<file path="config.mk">
export PLATFORM = sky130hd
export DESIGN_NAME = pmc_power_mode_control
export DESIGN_NICKNAME = d
export VERILOG_FILES = /design/src/core/pmc_pkg.sv /design/src/core/pmc_power_mode_control.sv
export SDC_FILE = /design/constraint.sdc
export NUM_CORES = 1
export LEC_CHECK = 0
export ABC_AREA = 1
export BUFFER_PORTS_ARGS = -buffer_cell sky130_fd_sc_hd__buf_2
export CORE_UTILIZATION = 43
export DETAILED_ROUTE_END_ITERATION = 7
export PLACE_DENSITY = 0.76
export SLEW_MARGIN = 20
export SYNTH_ARGS = -nofsm -noshare
export SYNTH_HDL_FRONTEND = slang
export SYNTH_SLANG_ARGS = --single-unit
</file>
<file path="constraint.sdc">
create_clock -name ref_clk_i -period 1.9 [get_ports ref_clk_i]
set_clock_uncertainty 0.15 [all_clocks]
set_input_delay 0.19 -clock ref_clk_i [delete_from_list [all_inputs] [get_ports ref_clk_i]]
set_output_delay 0.19 -clock ref_clk_i [all_outputs]
set_load 0.02 [all_outputs]
</file>
<file path="src/core/pmc_pkg.sv">
// package for the power-mode control block: modes, bit positions, reset values
`default_nettype none
package pmc_pkg;
  // control-write bit positions of the power control register image
  localparam int unsigned PMC_IDLE_BIT = 0;
  localparam int unsigned PMC_STOP_BIT = 1;
  localparam int unsigned PMC_CTRL_W = 8;
  // address the core fetches from after any reset
  localparam logic [15:0] PMC_RESET_VECTOR = 16'h0000;
  // port match width
  localparam int unsigned PMC_PORT_W = 8;
  localparam logic [7:0] PMC_PORT_RST = 8'h00;
  // power modes, one-hot
  typedef enum logic [3:0] {
    PMC_NORMAL = 4'h1,
    PMC_IDLE = 4'h2,
    PMC_STOP = 4'h4,
    PMC_SHUTDOWN = 4'h8
  } pmc_mode_t;
endpackage : pmc_pkg
`default_nettype wire

</file>
<file path="src/core/pmc_power_mode_control.sv">
// power-mode control: normal, idle, stop and shutdown sequencing for the core
// Function
// - idle select bit halts the processor after the writing instruction completes
// - idle keeps every register and memory content unchanged
// - idle leaves analog and digital peripherals running
// - idle ends on any enabled interrupt or any reset
// - interrupt ending idle clears idle bit, restarts processor, services interrupt
// - after handler returns, execution continues after the idle-entering instruction
// - reset ending idle runs normal reset sequence, fetch from address zero
// - stop bit with regulator-off bit clear enters stop after the write
// - stop halts oscillator, processor and all digital peripherals
// - stop ends only by internal or external reset, never interrupts
// - stop bit with regulator-off bit set enters stop then powers regulator down; the code goes straight to shutdown
// - shutdown removes power from core, memories and peripherals
// - shutdown ends only by external pin reset or power-on reset
// - port-match change can wake from idle or raise an interrupt
`default_nettype none
module pmc_power_mode_control
  import pmc_pkg::*;
(
  // clock and reset
  input wire logic ref_clk_i,
  input wire logic srst_i,
  // processor core side
  input wire logic ctrl_wr_i,
  input wire logic [pmc_pkg::PMC_CTRL_W-1:0] ctrl_wdata_i,
  input wire logic instr_done_i,
  input wire logic regulator_off_in_stop_i,
  // interrupt system and reset sources
  input wire logic irq_enabled_pending_i,
  input wire logic int_reset_i,
  input wire logic pin_reset_i,
  input wire logic por_reset_i,
  // port match
  input wire logic [pmc_pkg::PMC_PORT_W-1:0] port_pins_i,
  input wire logic [pmc_pkg::PMC_PORT_W-1:0] port_match_val_i,
  input wire logic [pmc_pkg::PMC_PORT_W-1:0] port_mask_i,
  // control outputs
  output logic cpu_halt_o,
  output logic cpu_reset_o,
  output logic [15:0] fetch_addr_o,
  output logic osc_en_o,
  output logic dig_periph_en_o,
  output logic regulator_en_o,
  output logic core_power_en_o,
  output logic port_match_irq_o,
  output logic idle_sel_o,
  output logic stop_sel_o,
  output logic [3:0] mode_o
);
  import pmc_pkg::*;

  // two-flop sync of the asynchronous pins; first stage read only by second
  logic [PMC_PORT_W-1:0] pin_s1_ff, pin_s2_ff;
  logic rstpin_s1_ff, rstpin_s2_ff, por_s1_ff, por_s2_ff;
  always_ff @(posedge ref_clk_i)
  begin
    pin_s1_ff <= port_pins_i;
    pin_s2_ff <= pin_s1_ff;
    rstpin_s1_ff <= pin_reset_i;
    rstpin_s2_ff <= rstpin_s1_ff;
    por_s1_ff <= por_reset_i;
    por_s2_ff <= por_s1_ff;
  end

  // wake sources; in shutdown only the pin and power-on resets are heard
  logic hard_rst, any_rst, port_match;
  assign hard_rst = srst_i | rstpin_s2_ff | por_s2_ff;
  assign any_rst = hard_rst | int_reset_i;
  assign port_match = |((pin_s2_ff ^ port_match_val_i) & port_mask_i);

  // mode state and select bits
  pmc_mode_t mode_ff, nxt_mode;
  logic idle_sel_ff, nxt_idle_sel, stop_sel_ff, nxt_stop_sel;
  logic pend_idle_ff, nxt_pend_idle, pend_stop_ff, nxt_pend_stop;
  logic cpu_rst_ff, nxt_cpu_rst, pm_irq_ff, nxt_pm_irq;

  always_comb
  begin
    nxt_mode = mode_ff;
    nxt_idle_sel = idle_sel_ff;
    nxt_stop_sel = stop_sel_ff;
    nxt_pend_idle = pend_idle_ff;
    nxt_pend_stop = pend_stop_ff;
    nxt_cpu_rst = 1'b0;
    nxt_pm_irq = port_match;
    case (mode_ff)
      PMC_NORMAL:
      begin
        if (ctrl_wr_i)
        begin
          // latch the write; the mode changes once the instruction retires
          nxt_idle_sel = ctrl_wdata_i[PMC_IDLE_BIT];
          nxt_stop_sel = ctrl_wdata_i[PMC_STOP_BIT];
          nxt_pend_idle = ctrl_wdata_i[PMC_IDLE_BIT];
          nxt_pend_stop = ctrl_wdata_i[PMC_STOP_BIT];
        end
        if (instr_done_i && (pend_stop_ff || pend_idle_ff))
        begin
          nxt_pend_idle = 1'b0;
          nxt_pend_stop = 1'b0;
          // stop outranks idle when both bits are written together
          if (pend_stop_ff)
            nxt_mode = regulator_off_in_stop_i ? PMC_SHUTDOWN : PMC_STOP;
          else
            nxt_mode = PMC_IDLE;
        end
      end
      PMC_IDLE:
      begin
        // registers untouched here, only the halt changes
        if (irq_enabled_pending_i || port_match)
        begin
          nxt_idle_sel = 1'b0;
          nxt_mode = PMC_NORMAL;
        end
      end
      PMC_STOP: nxt_mode = PMC_STOP;
      PMC_SHUTDOWN: nxt_mode = PMC_SHUTDOWN;
      default: nxt_mode = PMC_NORMAL;
    endcase
    // internal reset cannot reach a powered-down core
    if (hard_rst || (int_reset_i && mode_ff != PMC_SHUTDOWN))
    begin
      nxt_mode = PMC_NORMAL;
      nxt_idle_sel = 1'b0;
      nxt_stop_sel = 1'b0;
      nxt_pend_idle = 1'b0;
      nxt_pend_stop = 1'b0;
      nxt_cpu_rst = 1'b1;
    end
  end

  // state registers
  always_ff @(posedge ref_clk_i)
  begin
    if (srst_i)
    begin
      mode_ff <= PMC_NORMAL;
      idle_sel_ff <= 1'b0;
      stop_sel_ff <= 1'b0;
      pend_idle_ff <= 1'b0;
      pend_stop_ff <= 1'b0;
      cpu_rst_ff <= 1'b1;
      pm_irq_ff <= 1'b0;
    end
    else
    begin
      mode_ff <= nxt_mode;
      idle_sel_ff <= nxt_idle_sel;
      stop_sel_ff <= nxt_stop_sel;
      pend_idle_ff <= nxt_pend_idle;
      pend_stop_ff <= nxt_pend_stop;
      cpu_rst_ff <= nxt_cpu_rst;
      pm_irq_ff <= nxt_pm_irq;
    end
  end

  // registered decode of the mode onto the power and clock gates
  logic halt_ff, osc_ff, dig_ff, reg_ff, pwr_ff;
  logic nxt_halt, nxt_osc, nxt_dig, nxt_reg, nxt_pwr;
  // fetch address kept in a flop so every output leaves from a register
  logic [15:0] fetch_ff, nxt_fetch;
  always_comb
  begin
    nxt_halt = (nxt_mode != PMC_NORMAL);
    nxt_osc = (nxt_mode == PMC_NORMAL) || (nxt_mode == PMC_IDLE);
    nxt_dig = nxt_osc;
    nxt_reg = (nxt_mode != PMC_SHUTDOWN);
    nxt_pwr = (nxt_mode != PMC_SHUTDOWN);
    nxt_fetch = PMC_RESET_VECTOR;
  end

  always_ff @(posedge ref_clk_i)
  begin
    if (srst_i)
    begin
      halt_ff <= 1'b0;
      osc_ff <= 1'b1;
      dig_ff <= 1'b1;
      reg_ff <= 1'b1;
      pwr_ff <= 1'b1;
      fetch_ff <= PMC_RESET_VECTOR;
    end
    else
    begin
      halt_ff <= nxt_halt;
      osc_ff <= nxt_osc;
      dig_ff <= nxt_dig;
      reg_ff <= nxt_reg;
      pwr_ff <= nxt_pwr;
      fetch_ff <= nxt_fetch;
    end
  end

  assign cpu_halt_o = halt_ff;
  assign cpu_reset_o = cpu_rst_ff;
  assign fetch_addr_o = fetch_ff;
  assign osc_en_o = osc_ff;
  assign dig_periph_en_o = dig_ff;
  assign regulator_en_o = reg_ff;
  assign core_power_en_o = pwr_ff;
  assign port_match_irq_o = pm_irq_ff;
  assign idle_sel_o = idle_sel_ff;
  assign stop_sel_o = stop_sel_ff;
  assign mode_o = mode_ff;

  // checks
  idle_wake_a: assert property (@(posedge ref_clk_i) disable iff (srst_i)
    (mode_ff == PMC_IDLE && irq_enabled_pending_i && !any_rst)
      |=> (mode_ff == PMC_NORMAL && !idle_sel_ff && !cpu_halt_o))
    else $error("idle not left on interrupt");
  stop_hold_a: assert property (@(posedge ref_clk_i) disable iff (srst_i)
    (mode_ff == PMC_STOP && !any_rst) |=> mode_ff == PMC_STOP)
    else $error("stop left without reset");
  shut_hold_a: assert property (@(posedge ref_clk_i) disable iff (srst_i)
    (mode_ff == PMC_SHUTDOWN && !rstpin_s2_ff && !por_s2_ff)
      |=> mode_ff == PMC_SHUTDOWN)
    else $error("shutdown left without pin or power-on reset");
  idle_enter_a: assert property (@(posedge ref_clk_i) disable iff (srst_i)
    (mode_ff == PMC_NORMAL && pend_idle_ff && !pend_stop_ff && instr_done_i && !any_rst)
      |=> mode_ff == PMC_IDLE ##0 cpu_halt_o)
    else $error("idle not entered");
  stop_enter_a: assert property (@(posedge ref_clk_i) disable iff (srst_i)
    (mode_ff == PMC_NORMAL && pend_stop_ff && instr_done_i && !regulator_off_in_stop_i
      && !any_rst) |=> (mode_ff == PMC_STOP && !osc_en_o && !dig_periph_en_o))
    else $error("stop not entered");
  shut_enter_a: assert property (@(posedge ref_clk_i) disable iff (srst_i)
    (mode_ff == PMC_NORMAL && pend_stop_ff && instr_done_i && regulator_off_in_stop_i
      && !any_rst) |=> (!regulator_en_o && !core_power_en_o))
    else $error("shutdown not entered");
  reset_clear_a: assert property (@(posedge ref_clk_i)
    (rstpin_s2_ff || por_s2_ff) |=> (!idle_sel_o && !stop_sel_o && cpu_reset_o
      && mode_ff == PMC_NORMAL))
    else $error("reset did not restore normal mode");
  idle_periph_a: assert property (@(posedge ref_clk_i) disable iff (srst_i)
    mode_ff == PMC_IDLE |-> (osc_en_o && dig_periph_en_o))
    else $error("peripherals stopped in idle");
  match_irq_a: assert property (@(posedge ref_clk_i) disable iff (srst_i)
    port_match |=> port_match_irq_o)
    else $error("port match lost");
endmodule : pmc_power_mode_control
`default_nettype wire

</file>
==> impl_metrics.toml, run 1 <==
[timing]
max_freq_mhz = 622.2
min_period_over_period = 0.8459
fin_tns_setup_ps = 0
rsz0062_at_grt = "no"
min_period_ps = 1607
report.final.slew_viol_count = 0
setup_viol = 0
hold_viol = 0

[pwr]
power.density_mw_per_mm2 = 820.9
clockPowerShare = 0.387
power.internal_uw = 1094
leakage_uw = 0.0009088
power_uw = 1407
p_switching_uw = 313.4
comb_power_share = 0.099
p_seq_frac = 0.515
p_sw_frac = 0.2228
irDropWorstVdd_uv = 481.2

[drt]
drt-total-wl_um = 2045
via_per_inst = 4.146
drt_iter0_drc = 38
ant_nets = 0
drc_errors = 15
wire_per_inst_um = 8.083
vias = 1049
drtPass1Iterations = 6

[setup_path]
critical_path_buf_inv_count = 3
crit_slowest_cell = "dlygate4sd3_1"
endpoint_kind = "flop"
crit_required_ps = 1970
path_delay_family = "buffers and inverters"
timing.rr.start = "mode_o[2]$_SDFF_PP0_"
arrival_ps = 1680
path_common_cell = "a21oi_4"
critical_path.max_stage_delay_ps = 520
crit_path_max_fanout = 5
critPathLaunchType = "primary input"
cp-endpoint = "dig_periph_en_o$_SDFF_PP1_"
worstPathCellList = "dlygate4sd3_1 -> buf_2 -> or3_4 -> a21oi_4 -> inv_1 -> a21oi_4 -> nor2_1"
regToRegEndpoint = "dig_periph_en_o$_SDFF_PP1_"
crit_type = "in2reg"
rrSetupSlack_ps = 450
worst-r2r-cell-count = 7
path_depth = 7
crit_start = "srst_i"

[global_route]
grt_pass1_wl_um = 3525
overflow = 0
use_met2 = 0.2636
antenna_found_initial = 0
met1_usage = 0.1443
grt.total_usage = 0.1467
grt_pass1_vias = 939
top_usage_layer = "met2"
grt_util_met3 = 0.05069
grt_max_degree = 12

[floorplan]
start_util = 0.4599
ioPinCount = 70
fp.dieW_um = 56.77
row_count = 19
die_y_um = 56.77
core_mm2 = 0.002805
die-area_mm2 = 0.003223

[clocking]
cts.sinks = 33
cts_tree = "done"
cts_resized = 0
cts_buffers = 5
cts_setup_buffers = 0
cts_root_buf = "clkbuf_4"
clock_latency_ps = 320
htreeDepth = 2
cts.clk_slew.worst_paths_ps = 100
hold_buffers = 14
clockBufferDepth = 2

[cells_and_area]
diodes = 0
utilization = 0.6111
area_delta_synth_final_pct = 32.88
final_common_cell = "buf_2"
num-nets-final = 262
drive_gt1_frac = 0.3063
final_cell_mix = "47 x buf_2, 33 x dfxtp_1, 31 x nand2_1, 28 x inv_1, 16 x conb_1"

[yosys]
ys_ff_latch = 33
synth_area_mm2 = 0.001290
synth_seq_area_share = 0.5121
netlist_instances = 156
synth_warnings = 0
syn_avg_cell_area_um2 = 8.269
ys_types = 21

[min_path]
hold_class = "in2reg"

[run_status]
violations = "DRC"
status = "finished with violations"

[placement]
gp_congestion = 0.7294
dpl.hpwl_um = 1494
io_buffers = 47

[flow_run]
drv_cap = 0
layer usage:
metal | share of wire | wire, µm | vias to the layer above
met5 | 0 | 0 | -
met4 | 0.017 | 34 | 0
met3 | 0.061 | 125 | 4
met2 | 0.49 | 1001 | 37
met1 | 0.43 | 884 | 436
li1 | - | - | 572
layout make-up:
class | instances | area (µm²)
Clock buffer | 6 | 51.30
Clock inverter | 2 | 37.54
Fill cell | 235 | 1091
Inverter | 30 | 112.6
Multi-Input combinational cell | 90 | 437.9
Sequential cell | 33 | 660.6
Tap cell | 31 | 38.79
Timing Repair Buffer | 61 | 375.4
cell families after synthesis:
kind of cell           Yosys count  share of synthesized area
other                            1                   0.002907
buffers and inverters           48                     0.1920
AND/OR/NAND/NOR                 64                     0.2289
flip-flops                      33                     0.5121
AO/OA/AOI/OAI                   10                    0.06402
power by group through the flow:
stage / clock network, µW / registers [µW] / logic [µW]
final: 544 / 725 / 139
after global routing: 592 / 728 / 156
after CTS: 561 / 725 / 139
after detailed placement: 0 / 741 / 117
after global placement: 0 / 740 / 115
after floorplan: 0 / 743 / 92.8
synth_stat cells:
master	n	area (µm²)
nand3_2	1	10.01
nor2_2	2	12.51
nand3_1	14	70.07
a21oi_1	4	20.02
nand2_1	31	116.4
nor3_1	1	5.000
buf_4	18	135.1
nand4_1	1	6.260
o21ai_2	1	8.760
nor2_4	1	11.26
dfxtp_1	33	660.6
or2_4	1	8.760
or3_4	1	11.26
conb_1	1	3.750
inv_1	28	105.1
nor2_1	10	37.54
a21oi_2	1	8.760
a31oi_1	2	12.51
a21oi_4	2	32.53
inv_2	2	7.510
nand2_2	1	6.260
sequential cells by signal, indices dropped and copies added, names as in the netlist:
register          cells
rstpin_s2_ff          1
stop_sel_o            1
por_s1_ff             1
por_s2_ff             1
port_match_irq_o      1
cpu_halt_o            1
core_power_en_o       1
cpu_reset_o           1
dig_periph_en_o       1
pend_idle_ff          1
pend_stop_ff          1
mode_o                4
rstpin_s1_ff          1
idle_sel_o            1
pin_s2_ff             8
pin_s1_ff             8
per-stage QoR:
step,hold slack (ps),setup WS (ps),instances,area (µm²)
floorplan,67.72,459.3,171,1346
CTS,13.47,305.0,253,1714
global route,14.51,226.6,253,1714
detailed placement,143.6,468.6,231,1485
finish,23.66,292.8,253,1714
global placement,142.0,489.6,231,1485
worst min-delay path by stage:
stage	cells after the start	end	slack, ps	start
CTS	4	idle_sel_o$_SDFFE_PP0P_	10	int_reset_i
finish	4	idle_sel_o$_SDFFE_PP0P_	20	int_reset_i
detailed placement	1	pin_s1_ff[7]$_DFF_P_	140	port_pins_i[7]
floorplan	0	pin_s1_ff[0]$_DFF_P_	70	port_pins_i[0]
global route	4	idle_sel_o$_SDFFE_PP0P_	10	int_reset_i
global placement	1	pin_s1_ff[0]$_DFF_P_	140	port_pins_i[0]
tightest hold or removal path: stages:
cell     delay, ps
buf_2          110
a21oi_4         60
nand2_1         60
nor2_1          40
Note: power is estimated with default switching activity, not from simulation.
==> run 2: changes to the inputs <==
clock period = 1.5 ns   (was 1.9 ns; I/O delays follow)
==> impl_metrics.toml, run 2 (synthesis gave the netlist of run 1 again) <==
[floorplan]
core_mm2 = 0.002805
start_util = 0.4599
row_count = 19
die-area_mm2 = 0.003223
die_y_um = 56.77
fp.dieW_um = 56.77
ioPinCount = 70

[drt]
via_per_inst = 4.160
drtPass1Iterations = 6
ant_nets = 0
drt_iter0_drc = 32
drc_errors = 16
wire_per_inst_um = 8.704
drt-total-wl_um = 2237
vias = 1069

[placement]
place_area_mm2 = 0.001493
pre_cts_ws_ps = 66.16
gp_congestion = 0.7395
dpl.hpwl_um = 1572
io_buffers = 47

[pwr]
leakage_uw = 0.0009279
power.density_mw_per_mm2 = 1001
irDropWorstVdd_uv = 790.3

[timing]
min_period_over_period = 0.9413
rsz0062_at_grt = "no"
report.final.slew_viol_count = 0
hold_viol = 0
min_period_ps = 1412
setup_ws_ps = 88.03
max_freq_mhz = 708.2
fin_tns_setup_ps = 0
holdWs_ps = 29.76
setup_viol = 0

[cells_and_area]
final_common_cell = "buf_2"
final_cell_mix = "47 x buf_2, 31 x nand2_1, 31 x dfxtp_1, 28 x inv_1, 17 x dlygate4sd3_1"
num-nets-final = 266
drive_gt1_frac = 0.3274
utilization = 0.6316
diodes = 0
stdcell_area_mm2 = 0.001772
area_delta_synth_final_pct = 37.34

[setup_path]
crit_start = "mode_o[3]$_SDFF_PP0_"
crit_required_ps = 1600
worst-r2r-cell-count = 7
critPathLaunchType = "flop"
cp-endpoint = "dig_periph_en_o$_SDFF_PP1_"
timing.rr.start = "mode_o[3]$_SDFF_PP0_"
endpoint_kind = "flop"
regToRegEndpoint = "dig_periph_en_o$_SDFF_PP1_"
arrival_ps = 1510
crit_path_max_fanout = 4
rrSetupSlack_ps = 90
crit_type = "reg2reg"

[clocking]
clock_latency_ps = 340
htreeDepth = 2
cts_buffers = 5
cts_tree = "done"
cts_setup_buffers = 0
cts_root_buf = "clkbuf_4"
cts.clk_slew.worst_paths_ps = 110
cts.sinks = 33
clockBufferDepth = 2

[flow_run]
drv_cap = 0

[global_route]
grt_pass1_vias = 945
antenna_found_initial = 0
overflow = 0
grt.total_usage = 0.1589
grt_max_degree = 13
grt_pass1_wl_um = 3732

[run_status]
violations = "DRC"
status = "finished with violations"

[min_path]
hold_class = "in2reg"
==> run 2: through the flow <==
stage	total power (µW)	cells
after floorplan	1059	171
after global placement	1084	232
after detailed placement	1088	232
after CTS	1786	257
after global routing	1849	257
final	1774	257
==> run 2: timing repair <==
item / in CTS / in global routing
endpoints found under the setup margin: 0 / 6
hold buffers: 17 / 0
endpoints found under the hold margin: 19 / 0
gates resized for setup: 0 / 7
==> run 2: worst max-delay path, cell delays in order (launching register included) <==
cell     delay [ps]
dfxtp_2         360
nor2_4          140
nand3_4         110
nor2_4          120
nand2_1          60
or2_4           230
a21oi_4         120
nor2_1           50
==> run 2: worst min-delay path by stage <==
stage | startpoint | cells after the start | end
after floorplan | port_pins_i[0] | 0 | pin_s1_ff[0]$_DFF_P_
after global placement | port_pins_i[2] | 1 | pin_s1_ff[2]$_DFF_P_
after detailed placement | pin_reset_i | 1 | rstpin_s1_ff$_DFF_P_
after CTS | srst_i | 5 | idle_sel_o$_SDFFE_PP0P_
after global routing | srst_i | 5 | idle_sel_o$_SDFFE_PP0P_
final | srst_i | 5 | idle_sel_o$_SDFFE_PP0P_
==> run 2: power by group <==
part	switching (µW)	internal [µW]	total [µW]
Sequential	9.58	908	918
Clock	320	353	672
Combinational	96.9	86.6	183
==> run 2: final cells by class <==
cell class / instances / area, µm²
timing repair buffer: 65 / 412.9
clock buffer: 5 / 37.54
multi-input combinational: 90 / 460.4
tap: 31 / 38.79
inverter: 30 / 112.6
fill: 255 / 1033
clock inverter: 3 / 46.29
sequential: 33 / 663.1
==> run 2: per-layer routing <==
layer | share of wire | global-route usage
met2 | 0.50 | 0.2704
met3 | 0.074 | 0.07143
met1 | 0.39 | 0.1558
met4 | 0.034 | 0.1010
met5 | 0 | 0
==> run 3: changes to the inputs <==
==> constraint.sdc (replaced) <==
create_clock -name ref_clk_i -period 1.5 [get_ports ref_clk_i]
set_clock_uncertainty 0.15 [all_clocks]
set_input_delay 0.075 -clock ref_clk_i [delete_from_list [all_inputs] [get_ports ref_clk_i]]
set_output_delay 0.075 -clock ref_clk_i [all_outputs]
set_load 0.02 [all_outputs]
==> impl_metrics.toml, run 3 (synthesis gave the netlist of run 1 again) <==
[global_route]
grt.total_usage = 0.1697
grt_pass1_vias = 1033
grt_max_degree = 12
overflow = 0
antenna_found_initial = 0
grt_pass1_wl_um = 4057

[pwr]
leakage_uw = 0.0009541
irDropWorstVdd_uv = 1334
power.density_mw_per_mm2 = 990.9

[timing]
max_freq_mhz = 688.6
hold_viol = 0
report.final.slew_viol_count = 0
min_period_over_period = 0.9682
setup_viol = 0
setup_ws_ps = 47.68
min_period_ps = 1452

[cells_and_area]
stdcell_area_mm2 = 0.001826
area_delta_synth_final_pct = 41.51
diodes = 0
num-nets-final = 270
final_common_cell = "buf_2"
final_cell_mix = "46 x buf_2, 32 x dfxtp_1, 28 x nand2_1, 27 x inv_1, 18 x dlygate4sd3_1"
finalNonFillerCells = 261
drive_gt1_frac = 0.3478
nFillCells = 242

[floorplan]
fp.dieW_um = 56.77
core_mm2 = 0.002805
die-area_mm2 = 0.003223
row_count = 19
die_y_um = 56.77
start_util = 0.4599
ioPinCount = 70

[clocking]
clock_latency_ps = 330
cts_tree = "done"
clockBufferDepth = 2
cts.clk_slew.worst_paths_ps = 100
cts_buffers = 5
cts_root_buf = "clkbuf_4"
cts.sinks = 33
htreeDepth = 2

[setup_path]
timing.rr.start = "mode_o[3]$_SDFF_PP0_"
worst-r2r-cell-count = 7
crit_type = "in2reg"
critPathLaunchType = "primary input"
regToRegEndpoint = "dig_periph_en_o$_SDFF_PP1_"
arrival_ps = 1530
crit_path_max_fanout = 3
endpoint_kind = "flop"
crit_required_ps = 1580
rrSetupSlack_ps = 50

[min_path]
hold_class = "in2reg"
hold_start = "port_mask_i[0]"
holdPathEnd = "port_match_irq_o$_SDFF_PP0_"
hold_depth = 7

[placement]
io_buffers = 47
post-place-cells = 232
place_area_mm2 = 0.001493
gp_congestion = 0.7376
dpl.hpwl_um = 1604
pre_cts_ws_ps = 70.28

[drt]
drc_errors = 14
vias = 1134
wire_per_inst_um = 10.16
via_per_inst = 4.345
drt_iter0_drc = 33
drt-total-wl_um = 2653
drtPass1Iterations = 6
ant_nets = 0

[flow_run]
drv_cap = 0

[run_status]
violations = "DRC"
status = "finished with violations"
==> run 3: cell types whose count changed in the layout (fill, tap and decap cells not counted), sizes merged <==
cell and delta:
dlygate4sd3 +1, clkbuf +1, clkinv -1, buf +3
==> run 3: how the worst max path moves through the flow <==
stage	startpoint	to	cells past startpoint
after floorplan	mode_o[2]$_SDFF_PP0_	dig_periph_en_o$_SDFF_PP1_	7
after global placement	mode_o[2]$_SDFF_PP0_	dig_periph_en_o$_SDFF_PP1_	7
after detailed placement	mode_o[3]$_SDFF_PP0_	dig_periph_en_o$_SDFF_PP1_	7
after CTS	srst_i	dig_periph_en_o$_SDFF_PP1_	7
after global routing	mode_o[2]$_SDFF_PP0_	pend_stop_ff$_SDFFE_PP0P_	8
final	srst_i	mode_o[0]$_SDFF_PP1_	6
==> run 3: final cells by class <==
class / count / area (µm²) / area share
Multi-Input combinational cell: 90 / 475.5 / 0.2605
Sequential cell: 33 / 661.9 / 0.3626
Inverter: 30 / 112.6 / 0.06169
Tap cell: 31 / 38.79 / 0.02125
Clock buffer: 6 / 51.30 / 0.02810
Timing Repair Buffer: 69 / 447.9 / 0.2454
Clock inverter: 2 / 37.54 / 0.02056
==> run 3: routing by layer <==
metal  wire length [µm]  global-route usage  vias to the layer above  part of all wire
met5                  0                   0                        -                 0
met4                 34             0.06272                        0             0.013
met3                151             0.06221                        4             0.057
met2               1540              0.3418                       42              0.58
met1                928              0.1488                      504              0.35
li1                   -                   -                      584                 -
==> run 3: report_power, final <==
group | internal, µW | switching [µW] | total (µW)
Clock | 396 | 302 | 698
Combinational | 90.7 | 103 | 193
Sequential | 908 | 9.53 | 918
==> run 3: through the flow <==
stage,hold WS (ps),utilization,power (µW),TNS [ps]
floorplan,-47.28,-,1059,0
global placement,27.02,0.5321,1084,0
detailed placement,28.57,0.5321,1088,0
CTS,33.90,0.6280,1815,0
global route,65.13,0.6508,1887,-261.7
finish,44.79,0.6508,1809,0
==> run 3: critical path, stage by stage <==
cell,delay [ps]
dlygate4sd3_1,560
or3_4,390
a21oi_4,170
nand2_2,100
a21oi_2,140
nand2_2,90
==> run 3: timing repair <==
action,CTS,global route
setup endpoints to repair,0,8
resized for setup,0,11
hold endpoints to repair,22,0
buffers inserted,0,4
hold buffers,18,0
